--- src/reset_fanout_pkg.sv ---
// ----------------------------------------------------------------
// shared constants and types
// ----------------------------------------------------------------
package reset_fanout_pkg;
  // port numbering: upstream first, then the downstream range
  localparam int UP_PORT = 0;
  localparam int DN_FIRST = 1;
  localparam int DN_LAST = 2;
  localparam int NUM_PORTS = 3;
  localparam int NUM_FANOUT = 3;
  // clock and downstream hold timing
  localparam int CLK_PERIOD_PS = 4000;
  localparam int HOLD_TIME_US = 100;
  localparam int HOLD_CYCLES = (HOLD_TIME_US * 1000000 + CLK_PERIOD_PS - 1) / CLK_PERIOD_PS;
  localparam int HOLD_W = 15;
  // reset values
  localparam logic RESET_ACTIVE = 1'h0;
  localparam logic PRESENT_NONE = 1'h1;
  localparam logic [HOLD_W-1:0] COUNT_ZERO = 15'h0000;
  localparam logic [HOLD_W-1:0] COUNT_ONE = 15'h0001;
  // one fanout output group, true and complement legs
  typedef struct packed {
    logic [NUM_FANOUT-1:0] pos;
    logic [NUM_FANOUT-1:0] neg;
  } refclk_pair_t;
  // per downstream port hold sequencer states
  typedef enum logic [1:0] {
    HOLD_ST = 2'h1,
    RUN_ST = 2'h2
  } hold_state_t;
endpackage

--- src/port_reset_hold.sv ---
`timescale 1ns/1ps
`default_nettype none
// ----------------------------------------------------------------
// one downstream port reset sequencer
// ----------------------------------------------------------------
module port_reset_hold
  import reset_fanout_pkg::*;
#(
  parameter logic [HOLD_W-1:0] HOLD = HOLD_W'(HOLD_CYCLES)
)
(
  // clock and reset
  input wire logic clk_i,
  input wire logic nrst_i,
  // events
  input wire logic plug_i,
  // reset to the device on this port
  output logic downstream_port_reset_n_o
);
  hold_state_t state;
  hold_state_t next_state;
  logic [HOLD_W-1:0] count;
  logic [HOLD_W-1:0] next_count;
  logic next_reset_n;

  // hold the port reset for HOLD cycles after system reset or a plug
  always_comb
  begin
    next_state = state;
    next_count = count;
    next_reset_n = downstream_port_reset_n_o;
    case (state)
      HOLD_ST:
      begin
        next_reset_n = RESET_ACTIVE;
        if (count >= HOLD - COUNT_ONE)
        begin
          next_state = RUN_ST;
          next_reset_n = ~RESET_ACTIVE;
        end
        else
        begin
          next_count = count + COUNT_ONE;
        end
      end
      RUN_ST:
      begin
        next_reset_n = ~RESET_ACTIVE;
      end
      default:
      begin
        next_state = HOLD_ST;
        next_reset_n = RESET_ACTIVE;
      end
    endcase
    // a new plug restarts the hold, whatever the state
    if (plug_i)
    begin
      next_state = HOLD_ST;
      next_count = COUNT_ZERO;
      next_reset_n = RESET_ACTIVE;
    end
  end

  // state registers, reset asserts the port reset
  always_ff @(posedge clk_i or negedge nrst_i)
  begin
    if (!nrst_i)
    begin
      state <= HOLD_ST;
      count <= COUNT_ZERO;
      downstream_port_reset_n_o <= RESET_ACTIVE;
    end
    else
    begin
      state <= next_state;
      count <= next_count;
      downstream_port_reset_n_o <= next_reset_n;
    end
  end
endmodule
`default_nettype wire

--- src/switch_reset_and_clock_fanout.sv ---
`timescale 1ns/1ps
`default_nettype none
// Overview of operation
// system reset clears all but sticky state
// downstream resets low on system reset, plug
// one independent reset per downstream port
// port 0 upstream, ports 1-2 downstream
// power-down strap high disables all fanout
// enabled buffer copies reference to three outputs
// plug holds port reset fixed cycles, releases
module switch_reset_and_clock_fanout
#(
  parameter logic [reset_fanout_pkg::HOLD_W-1:0] HOLD = reset_fanout_pkg::HOLD_W'(reset_fanout_pkg::HOLD_CYCLES)
)
(
  // clock and system reset
  input wire logic clk_i,
  input wire logic nrst_i,
  // power-on reset for sticky state
  input wire logic pwr_on_nrst_i,
  // straps and presence pins, active low presence
  input wire logic refclk_buffer_powerdown_i,
  input wire logic [reset_fanout_pkg::DN_LAST:reset_fanout_pkg::DN_FIRST] present_n_i,
  // reference clock into the buffer
  input wire logic refclk_buffer_in_pos_i,
  // downstream device resets
  output logic [reset_fanout_pkg::DN_LAST:reset_fanout_pkg::DN_FIRST] downstream_port_reset_n_o,
  // sticky record of a plug on each downstream port
  output logic [reset_fanout_pkg::DN_LAST:reset_fanout_pkg::DN_FIRST] plug_seen_o,
  // reference clock fanout
  output reset_fanout_pkg::refclk_pair_t refclk_fanout_o
);
  import reset_fanout_pkg::*;

  // ----------------------------------------------------------------
  // pin synchronisers
  // ----------------------------------------------------------------
  logic [DN_LAST:DN_FIRST] pres_meta;
  logic [DN_LAST:DN_FIRST] pres_sync;
  logic [DN_LAST:DN_FIRST] pres_prev;
  logic pd_meta;
  logic pd_sync;
  logic ref_meta;
  logic ref_sync;
  logic [DN_LAST:DN_FIRST] next_pres_meta;
  logic [DN_LAST:DN_FIRST] next_pres_sync;
  logic [DN_LAST:DN_FIRST] next_pres_prev;
  logic next_pd_meta;
  logic next_pd_sync;
  logic next_ref_meta;
  logic next_ref_sync;
  logic [DN_LAST:DN_FIRST] plug;

  // two flops per pin, then one more for the presence edge
  always_comb
  begin
    next_pres_meta = present_n_i;
    next_pres_sync = pres_meta;
    next_pres_prev = pres_sync;
    next_pd_meta = refclk_buffer_powerdown_i;
    next_pd_sync = pd_meta;
    next_ref_meta = refclk_buffer_in_pos_i;
    next_ref_sync = ref_meta;
  end

  // all of these clear on system reset
  always_ff @(posedge clk_i or negedge nrst_i)
  begin
    if (!nrst_i)
    begin
      pres_meta <= {(DN_LAST-DN_FIRST+1){PRESENT_NONE}};
      pres_sync <= {(DN_LAST-DN_FIRST+1){PRESENT_NONE}};
      pres_prev <= {(DN_LAST-DN_FIRST+1){PRESENT_NONE}};
      pd_meta <= 1'h1;
      pd_sync <= 1'h1;
      ref_meta <= 1'h0;
      ref_sync <= 1'h0;
    end
    else
    begin
      pres_meta <= next_pres_meta;
      pres_sync <= next_pres_sync;
      pres_prev <= next_pres_prev;
      pd_meta <= next_pd_meta;
      pd_sync <= next_pd_sync;
      ref_meta <= next_ref_meta;
      ref_sync <= next_ref_sync;
    end
  end

  // a plug is presence going from absent to present
  assign plug = pres_prev & ~pres_sync;

  // ----------------------------------------------------------------
  // downstream port resets
  // ----------------------------------------------------------------
  // one sequencer per downstream port only, none for upstream
  for (genvar p = DN_FIRST; p <= DN_LAST; p++)
  begin : g_port
    port_reset_hold #(
      .HOLD(HOLD)
    ) u_hold (
      .clk_i(clk_i),
      .nrst_i(nrst_i),
      .plug_i(plug[p]),
      .downstream_port_reset_n_o(downstream_port_reset_n_o[p])
    );
  end

  // ----------------------------------------------------------------
  // sticky plug record
  // ----------------------------------------------------------------
  logic [DN_LAST:DN_FIRST] next_plug_seen;

  // survives system reset, cleared only at power-on
  always_comb
  begin
    next_plug_seen = plug_seen_o | plug;
  end

  always_ff @(posedge clk_i or negedge pwr_on_nrst_i)
  begin
    if (!pwr_on_nrst_i)
    begin
      plug_seen_o <= '0;
    end
    else
    begin
      plug_seen_o <= next_plug_seen;
    end
  end

  // ----------------------------------------------------------------
  // reference clock fanout
  // ----------------------------------------------------------------
  refclk_pair_t next_fanout;

  // both legs parked low while powered down
  always_comb
  begin
    next_fanout.pos = '0;
    next_fanout.neg = '0;
    if (!pd_sync)
    begin
      next_fanout.pos = {NUM_FANOUT{ref_sync}};
      next_fanout.neg = {NUM_FANOUT{~ref_sync}};
    end
  end

  always_ff @(posedge clk_i or negedge nrst_i)
  begin
    if (!nrst_i)
    begin
      refclk_fanout_o <= '0;
    end
    else
    begin
      refclk_fanout_o <= next_fanout;
    end
  end

  // ----------------------------------------------------------------
  // assertions
  // ----------------------------------------------------------------
  // reset and sticky behaviour
  a_reset_clears_state: assert property (@(posedge clk_i) !nrst_i |-> (refclk_fanout_o == '0) && pd_sync)
    else $error("state not cleared under system reset");

  a_sticky_survives: assert property (@(posedge clk_i) disable iff (!pwr_on_nrst_i)
    !nrst_i && $past(plug_seen_o) != '0 |-> plug_seen_o == $past(plug_seen_o))
    else $error("sticky record lost in system reset");

  a_sysreset_holds_down: assert property (@(posedge clk_i) !nrst_i |-> downstream_port_reset_n_o == '0)
    else $error("downstream reset released in system reset");

  // reference fanout
  a_pd_disables: assert property (@(posedge clk_i) disable iff (!nrst_i)
    pd_sync |=> refclk_fanout_o == '0)
    else $error("fanout active while powered down");

  a_fanout_copies: assert property (@(posedge clk_i) disable iff (!nrst_i)
    !pd_sync |=> refclk_fanout_o.pos == {NUM_FANOUT{$past(ref_sync)}} &&
    refclk_fanout_o.neg == ~refclk_fanout_o.pos)
    else $error("fanout not following reference");

  // per downstream port sequencing
  for (genvar q = DN_FIRST; q <= DN_LAST; q++)
  begin : g_chk
    a_plug_holds_reset: assert property (@(posedge clk_i) disable iff (!nrst_i)
      plug[q] |=> !downstream_port_reset_n_o[q] [*8])
      else $error("plug did not hold port reset");

    a_port_independent: assert property (@(posedge clk_i) disable iff (!nrst_i)
      plug[q] && !plug[DN_FIRST + DN_LAST - q] && downstream_port_reset_n_o[DN_FIRST + DN_LAST - q]
      |=> downstream_port_reset_n_o[DN_FIRST + DN_LAST - q])
      else $error("plug on one port reset the other");

    a_no_spurious_reset: assert property (@(posedge clk_i) disable iff (!nrst_i)
      downstream_port_reset_n_o[q] && !plug[q] |=> downstream_port_reset_n_o[q])
      else $error("port reset without a plug");

    a_plug_sets_sticky: assert property (@(posedge clk_i) disable iff (!pwr_on_nrst_i)
      plug[q] |=> plug_seen_o[q])
      else $error("plug not recorded in sticky state");

    a_release_after_hold: assert property (@(posedge clk_i) disable iff (!nrst_i)
      $rose(downstream_port_reset_n_o[q]) |-> !$past(downstream_port_reset_n_o[q], 8))
      else $error("port reset released before its hold");

    // a plug, the hold, then the release
    c_plug_release: cover property (@(posedge clk_i) disable iff (!nrst_i)
      plug[q] ##1 !downstream_port_reset_n_o[q] ##[1:1000] downstream_port_reset_n_o[q]);

    // a second plug lands while the port is still held
    c_plug_restart: cover property (@(posedge clk_i) disable iff (!nrst_i)
      plug[q] ##1 !downstream_port_reset_n_o[q] ##[1:16] plug[q]);
  end

  c_fanout_runs: cover property (@(posedge clk_i) disable iff (!nrst_i)
    !pd_sync ##1 refclk_fanout_o.pos[0] ##1 !refclk_fanout_o.pos[0]);

  c_powerdown: cover property (@(posedge clk_i) disable iff (!nrst_i) $rose(pd_sync));
endmodule
`default_nettype wire

--- config.mk ---
export PLATFORM = sky130hd
export DESIGN_NAME = switch_reset_and_clock_fanout
export DESIGN_NICKNAME = d
export VERILOG_FILES = /design/src/reset_fanout_pkg.sv /design/src/port_reset_hold.sv /design/src/switch_reset_and_clock_fanout.sv
export SDC_FILE = /design/constraint.sdc
export NUM_CORES = 1
export LEC_CHECK = 0
export BUFFER_PORTS_ARGS = -buffer_cell sky130_fd_sc_hd__buf_2
export CAP_MARGIN = 20
export CELL_PAD_IN_SITES_DETAIL_PLACEMENT = 2
export CELL_PAD_IN_SITES_GLOBAL_PLACEMENT = 2
export CORE_ASPECT_RATIO = 1.2
export CORE_MARGIN = 2
export CORE_UTILIZATION = 39
export DETAILED_ROUTE_END_ITERATION = 10
export PLACE_DENSITY_LB_ADDON = 0.05
export RECOVER_POWER = 100
export SLEW_MARGIN = 15
export SYNTH_ARGS = -nofsm -noshare
export SYNTH_HDL_FRONTEND = slang
export SYNTH_SLANG_ARGS = --single-unit
export TNS_END_PERCENT = 30
--- constraint.sdc ---
create_clock -name clk_i -period 3.16 [get_ports clk_i]
set_clock_uncertainty 0.15 [all_clocks]
set_input_delay 0 -clock clk_i [delete_from_list [all_inputs] [get_ports clk_i]]
set_output_delay 0 -clock clk_i [all_outputs]
set_load 0.005 [all_outputs]
# Word-level counts from Yosys, hierarchy flattened
# Index checks and enable logic that the tools add are counted.
# op_classes
n_lt_le_gt_ge,2
reduce_logical,6
n_eq_ne,10
muxes,19
bitwise_logic,4
add_sub_neg,2
# ops
op,n
$mux 15,6
$add 15x1->15 const B,2
$ge 15x15->1 const B,2
$mux 2,4
$ne 2x2->1 const B,4
$pmux 2 s2,2
$reduce_and 2->1,4
$mux 6,1
$ne 3x2->1 const B,2
$eq 2x1->1 const B,2
$eq 2x2->1 const B,2
$mux 1,4
$pmux 1 s2,2
$reduce_bool 2->1,2
$and 2x2->2,1
$not 2->2,1
$or 2x2->2,1
$not 1->1,1
# word_totals
inputBits,7
register_bits,54
word_cells,59
output_inout_bits,10

# Longest topological paths before layout
# Gate-level depths: netlist (run 1).
# depth
depth_word,4
mapped_depth,7

# Cells and area by module
# A second synthesis (run 1) with hierarchy kept.
# unflattened
hier_cells,228
area_unflattened_um2,2392.3
# modules_own_cells
mod,cells_per_inst,n_inst,seq_area_each_um2,area_per_inst_um2
port_reset_hold,102,2,451.7,975.9
switch_reset_and_clock_fanout,24,1,360.3,440.4

# Least setup slack after synthesis (run 1)
# No wires, ideal clock.
# synth_path
path_kind,register to register
start,reg g_port[2].u_hold.count[3]
end,reg g_port[2].u_hold.count[3]
t_arrival_ps,1979
path_slack_ps,953
path_stages_with_launch,7
setup_time_ps,78
path_cell_list,dfrtp_1 -> or3_1 -> o2111a_1 -> a211o_2 -> buf_6 -> or3_1 -> a21oi_1
# synth_via
elab_chain_cells,4
word_cells_on_any_way,7
cone_classes,add/sub: 1; order compare: 1; eq/ne: 1; mux: 3; reduce/logical: 1
# synth_rtl
element,line_no,text
start: declaration,port_reset_hold.sv:22,logic [HOLD_W-1:0] count;
start signal: assignment,port_reset_hold.sv:77,count <= next_count;
$add 15x1->15,port_reset_hold.sv:43,next_count = count + COUNT_ONE;
$mux 15,port_reset_hold.sv:36,if (count >= HOLD - COUNT_ONE)
$mux 15,port_reset_hold.sv:32,case (state)
$mux 15,port_reset_hold.sv:57,if (plug_i)
# Several ways; a longest one is shown, not always the timed one. The select of a mux whose other input is x is not followed.
# A chain may end at the register's enable or synchronous reset.

# Worst setup path in the final report (run 1)
# layout_path
start,reg g_port[1].u_hold.count[11]
end,reg g_port[1].u_hold.count[6]
# layout_via
elab_chain_cells,3
# layout_rtl
element,line_no
start: declaration,port_reset_hold.sv:22
start signal: assignment,port_reset_hold.sv:77
$ge 15x15->1,port_reset_hold.sv:36
$ne 2x2->1 (no source line),n/a
$reduce_and 2->1 (no source line),n/a
# No other way between the ends.

==> results_dict.tcl, run 1 <==
set metrics [dict create \
    cts_buffers 5 \
    overflow 0 \
    yosysWarnings 0 \
    grt_pass1_vias 2091 \
    vias 1932 \
    tightestPinTransition_ps 1829 \
    clock-root-buffer "clkbuf_8" \
    fp.dieH_um 91.40 \
    firstDrtPassIters 4 \
    fin_crit_sh_pct 84.10 \
    slew_headroom_pct -21.92 \
    wl_per_cell_um 17.14 \
    synth_seq_area_share_pct 50.91 \
    netlist_instances 246 \
    synth_seq_cells 50 \
    drtAntennaViolNets 0 \
    crit_path_end_kind "flip-flop" \
    nets 280 \
    synth_top_area_share_pct 40.32 \
    max_freq_mhz 376.3 \
    slew_violations 34 \
    avgViaCountPerCell 5.520 \
    syn_area_um2 2482 \
    grt_max_degree 34 \
    grt_usage_pct 18.90 \
    antennaDiodeCount 0 \
    place_area_um2 2613 \
    startpoint_type "flip-flop" \
    synth.area.top_cells "dfrtp_1, dfstp_2, nor2_1" \
    synth_ff_type "dfrtp_1" \
    hold_path.class "in2reg" \
    worstSkewPairLatency_ps 300 \
    netlist_top_cells_count "dfrtp_1, nor2_1, nand2_1, a21oi_1, xnor2_1" \
    critPathMaxFanout 9 \
    final_area_um2 2760 \
    clkTransAtPathRegs_ps 90 \
    cap_violations 1 \
    gp_congestion 0.7304 \
    h-tree-depth 2 \
    cellPowerDensity_nw_per_um2 486.8 \
    p_leak_nw 1.183 \
    core_um2 6090 \
    drc 0 \
    layout-drive-gt1-share_pct 13.81 \
    avgSynthCellArea_um2 10.09 \
    synth_nets 259 \
    dieWidth_um 76.83 \
    synth_area_leader_cell "dfrtp_1" \
    ys_types 45 \
    tns_ps 0 \
    critPathKind "reg2reg" \
    rsz0062_at_grt "no" \
    yosysMostFrequentCell "dfrtp_1" \
    cts_buffer_depth 2 \
    floorplan.rows 31 \
    cts_tree "yes" \
    fillers 697 \
    portBuffers 16 \
    initial_core_util_pct 40.76 \
    ioPinCount 17 \
    syn2layout_area_growth_pct 11.19 \
    die_area_um2 7022 \
    async_flop_share_pct 100.0 \
    hpwl_um 4181 \
    final_hold_viol_count 0 \
    violations "capacitance limit, slew limit" \
    routed_wl_um 5999 \
    ir_drop_uv 196.5 \
    grt_pass1_wl_um 10430 \
    run_status "complete, but fails checks" \
    synth-edff-count 0 \
    setup_violations 0 \
    period_minus_slack_ps 2657 \
    worst-endpoint-arrival_ps 2660 \
    clkSinkCount 50 \
    antenna_found_initial 0 \
    required_ps 3160 \
    drtIter0Drc 56 \
]
flip-flops by register name (all words and copies together) (netlist names):
name and flops:
g_port.u_hold.state 4, g_port.u_hold.downstream_port_reset_n_o 2, g_port.u_hold.count 30, pd_sync 1, refclk_fanout_o 2, next_ref_sync 1
pres_prev 2, next_pres_prev 2, next_pd_sync 1, plug_seen_o 2, next_pres_sync 2, ref_sync 1
where the power goes:
part,total (mW),internal (mW),switching (mW)
Clock,0.448,0.237,0.210
Combinational,0.150,0.0676,0.0828
Sequential,0.746,0.687,0.0585
Total,1.34,0.992,0.352
metal layers:
metal  track usage [%]  up-vias  wire [um]
li1                  -      924          -
met2             35.60       10       3350
met5                 0        -          0
met4             7.273        0        119
met1             21.39      989       2473
met3             2.386        9         56
timing repair:
item | 4_1_cts | 5_1_grt
hold buffers | 7 | 0
buffers inserted | 0 | 0
endpoints found under the hold margin | 32 | 0
resized for setup | 0 | 0
endpoints found under the setup margin | 0 | 0
worst paths after layout:
check / start / to / slack, ps / cells after the start
max: g_port[1].u_hold.count[11] / g_port[1].u_hold.count[6] / 500 / 5
min: refclk_buffer_powerdown_i / next_pd_sync / 190 / 2
max reg2reg: g_port[1].u_hold.count[11] / g_port[1].u_hold.count[6] / 500 / 5
min reg2reg: next_pd_sync / pd_sync / 210 / 0
max in group asynchronous: nrst_i / g_port[2].u_hold.count[4] / 730 / 3
min in group asynchronous: pwr_on_nrst_i / plug_seen_o[2] / 400 / 3
metrics by stage:
stage	setup slack (ps)	power (mW)	hold WS (ps)	cells	util, %
4_1_cts	673.6	1.373	168.9	350	45.80
3_3_place_gp	773.3	0.8999	-362.2	335	42.90
3_5_place_dp	695.7	0.9094	-360.3	335	42.90
6_report	502.5	1.344	191.1	350	45.33
2_1_floorplan	953.0	0.8482	-445.6	246	-
5_1_grt	277.2	1.421	183.3	350	45.33
worst max-delay path: stages, from the launching register on:
cell and delay (ps):
dfrtp_1 440, or4_1 590, a2111oi_2 780, nor3_1 260
xnor2_1 220, nor2_1 60
layout by cell type (no fill, tap or decap), types with 8 or more instances in the layout:
master	n
a21oi_1	14
clkbuf_1	12
dfrtp_1	40
dfstp_2	8
nand2_1	19
nand3_1	11
nor2_1	28
nor3_1	8
o21ai_0	10
xnor2_1	12
logic make-up (layout without fill, tap and decap cells):
family	Yosys count	in the layout	share of synthesized area [%]
xor gates and xnor gates	12	12	4.234
and+or+nand+nor	110	110	23.49
AOI/OAI and AO/OA	48	48	13.86
adders and majority gates	6	6	3.024
DFF	50	50	50.91
buffers and inverters	19	41	4.082
muxes	1	1	0.4032
layout make-up:
cell class                 instances  area (um^2)  area share, %
clock buffer                       7        76.32          2.765
clock inverter                     1        30.03          1.088
inverter                           7        26.28         0.9519
multi-input combinational        177         1104          39.98
sequential                        50         1264          45.78
tap                               82        102.6          3.717
timing repair buffer              26        157.7          5.712
Note: power is estimated with default switching activity, not from simulation.
==> inputs of run 2 (changes only) <==
Settings changed: ABC_AREA set to 1, CORE_UTILIZATION 39 to 35.
Clock period 3.16 ns to 2.75 ns, I/O delays scaled along.
==> results_dict.tcl, run 2 <==
set metrics [dict create \
    run_status "complete, no violations" \
    power.total_mw 1.934 \
    timing.hold.ws_ps 180.4 \
    synth-edff-count 0 \
    cts_tree "yes" \
    drtAntennaViolNets 0 \
    place_ws_ps 575.8 \
    cellPowerDensity_nw_per_um2 614.7 \
    required_ps 2850 \
    synth_top_area_share_pct 34.93 \
    routed_wl_um 7895 \
    grt_pass1_vias 2769 \
    p_leak_nw 1.504 \
    cap_violations 0 \
    period_minus_slack_ps 2296 \
    synth_nets 395 \
    slew_violations 0 \
    final_cells 501 \
    yosysMostFrequentCell "nand2_1" \
    h-tree-depth 2 \
    worstSkewPairLatency_ps 300 \
    final_common_cell "nand2_1" \
    core_um2 8018 \
    tightestPinTransition_ps 880.4 \
    cts_buffers 5 \
    critPathMaxFanout 16 \
    clock-root-buffer "clkbuf_8" \
    min_path_cells 2 \
    slowest_stage "dfrtp_1" \
    floorplan.rows 36 \
    fin_crit_sh_pct 83.50 \
    finish.utilization_pct 39.23 \
    max_freq_mhz 435.5 \
    avgSynthCellArea_um2 7.501 \
    overflow 0 \
    synth.area.top_cells "dfrtp_1, nand2_1, nand3_1" \
    clkSinkCount 50 \
    path_common_cell "nand2_1" \
    synth_ff_type "dfrtp_1" \
    antenna_found_initial 0 \
    layout-drive-gt1-share_pct 9.360 \
    hpwl_um 5939 \
    syn2layout_area_growth_pct 9.782 \
    fillers 1005 \
    drtIter0Drc 39 \
    layout_common_cells "nand2_1, nor2_1, nand3_1" \
    vias 2529 \
    netlist_instances 382 \
    rsz0062_at_grt "no" \
    r2r_cells 10 \
    cts_buffer_depth 2 \
    critPathKind "reg2reg" \
    largest_register_ff_count 30 \
    async_flop_share_pct 100.0 \
    slew_headroom_pct 41.31 \
    tns_ps 0 \
    wl_per_cell_um 15.76 \
    drc 0 \
    place_area_um2 3015 \
    final_hold_viol_count 0 \
    grt_max_degree 38 \
    fp.dieH_um 103.1 \
    place_inst 486 \
    ioPinCount 17 \
    holdPathEnd "next_pres_sync[2]" \
    cts_resized 0 \
    final_area_um2 3146 \
    r2r_end "g_port[2].u_hold.count[9]" \
    die_area_um2 8929 \
    reg2reg_from "g_port[2].u_hold.count[0]" \
    ys_types 25 \
    finalWorstSetupSlack_ps 453.6 \
    max_stage_delay_ps 450 \
    ff2ff_setup_slack_ps 450 \
    crit_path_end_kind "flip-flop" \
    grt_usage_pct 19.21 \
    cts_setup_buffers 0 \
    netlist_top_cells_count "nand2_1, nor2_1, nand3_1, dfrtp_1, inv_1" \
    yosysWarnings 0 \
    synth_area_leader_cell "dfrtp_1" \
    grt_pass1_wl_um 13380 \
    initial_core_util_pct 35.74 \
    firstDrtPassIters 4 \
    syn_area_um2 2865 \
    synth_seq_cells 50 \
    gp_congestion 0.7669 \
    nets 418 \
    top_register "g_port.u_hold.count" \
    clkTransAtPathRegs_ps 100 \
    holdCritStartpoint "present_n_i[2]" \
    worst-endpoint-arrival_ps 2400 \
    crit_chain "ha_1, nand2_1, nor2_1, nand2_1, nor2_1, nor2_2, nand3_2, nand2_1, nand2_1, nand2_1" \
    dieWidth_um 86.60 \
    setup_violations 0 \
    avgViaCountPerCell 5.048 \
    portBuffers 16 \
    ir_drop_uv 331.5 \
    synth_seq_area_share_pct 44.10 \
    startpoint_type "flip-flop" \
    reg_top3 "g_port.u_hold.count (30), g_port.u_hold.state (4)" \
    hold_path.class "in2reg" \
    antennaDiodeCount 0 \
    cts_hold_buf 7 \
]
==> run 2: where the power goes <==
group | leakage, nW | internal, mW | switching (mW)
clock network | 0.0472 | 0.203 | 0.259
logic | 0.820 | 0.176 | 0.376
registers | 0.637 | 0.829 | 0.0904
total | 1.50 | 1.21 | 0.725
==> run 2: how the worst max path moves through the flow <==
stage | endpoint | depth (start not counted) | start
finish | g_port[2].u_hold.count[9] | 10 | g_port[2].u_hold.count[0]
global route | g_port[1].u_hold.count[7] | 7 | pres_prev[1]
CTS | g_port[2].u_hold.count[9] | 10 | g_port[2].u_hold.count[0]
detailed placement | g_port[2].u_hold.count[9] | 10 | g_port[2].u_hold.count[0]
global placement | g_port[2].u_hold.count[3] | 10 | g_port[2].u_hold.count[0]
floorplan | g_port[2].u_hold.count[11] | 10 | g_port[2].u_hold.count[0]
==> run 2: cells by family (layout without fill, tap and decap cells) <==
logic type                 Yosys count  after routing  share of synthesized area [%]
xor gates and xnor gates            18             18                          5.502
and+or+nand+nor                    251            251                          38.25
AOI/OAI and AO/OA                   11             11                          1.921
DFF                                 50             50                          44.10
buffers and inverters               46             70                          7.598
adders and majority gates            6              6                          2.620
==> run 2: final cells by class <==
cell class	count	area, um^2	share of cell area [%]
clock buffer	6	82.58	2.625
clock inverter	2	12.51	0.3978
inverter	33	123.9	3.938
multi-input combinational	286	1376	43.75
sequential	50	1264	40.17
tap	95	118.9	3.779
timing repair buffer	29	167.7	5.330
==> run 2: routing by layer <==
| layer | vias to the layer above | wire, um | global-route usage [%] |
|---|---|---|---|
| met1 | 1270 | 3140 | 20.51 |
| met5 | - | 0 | 0 |
| li1 | 1240 | - | - |
| met3 | 8 | 84 | 2.162 |
| met2 | 11 | 4559 | 39.05 |
| met4 | 0 | 111 | 5.409 |
==> run 2: worst max-delay path: cells and delay by family, from the launching register on <==
family | cells | cell delay, ps
DFF | 1 | 450
and+or+nand+nor | 9 | 1340
adders and majority gates | 1 | 310
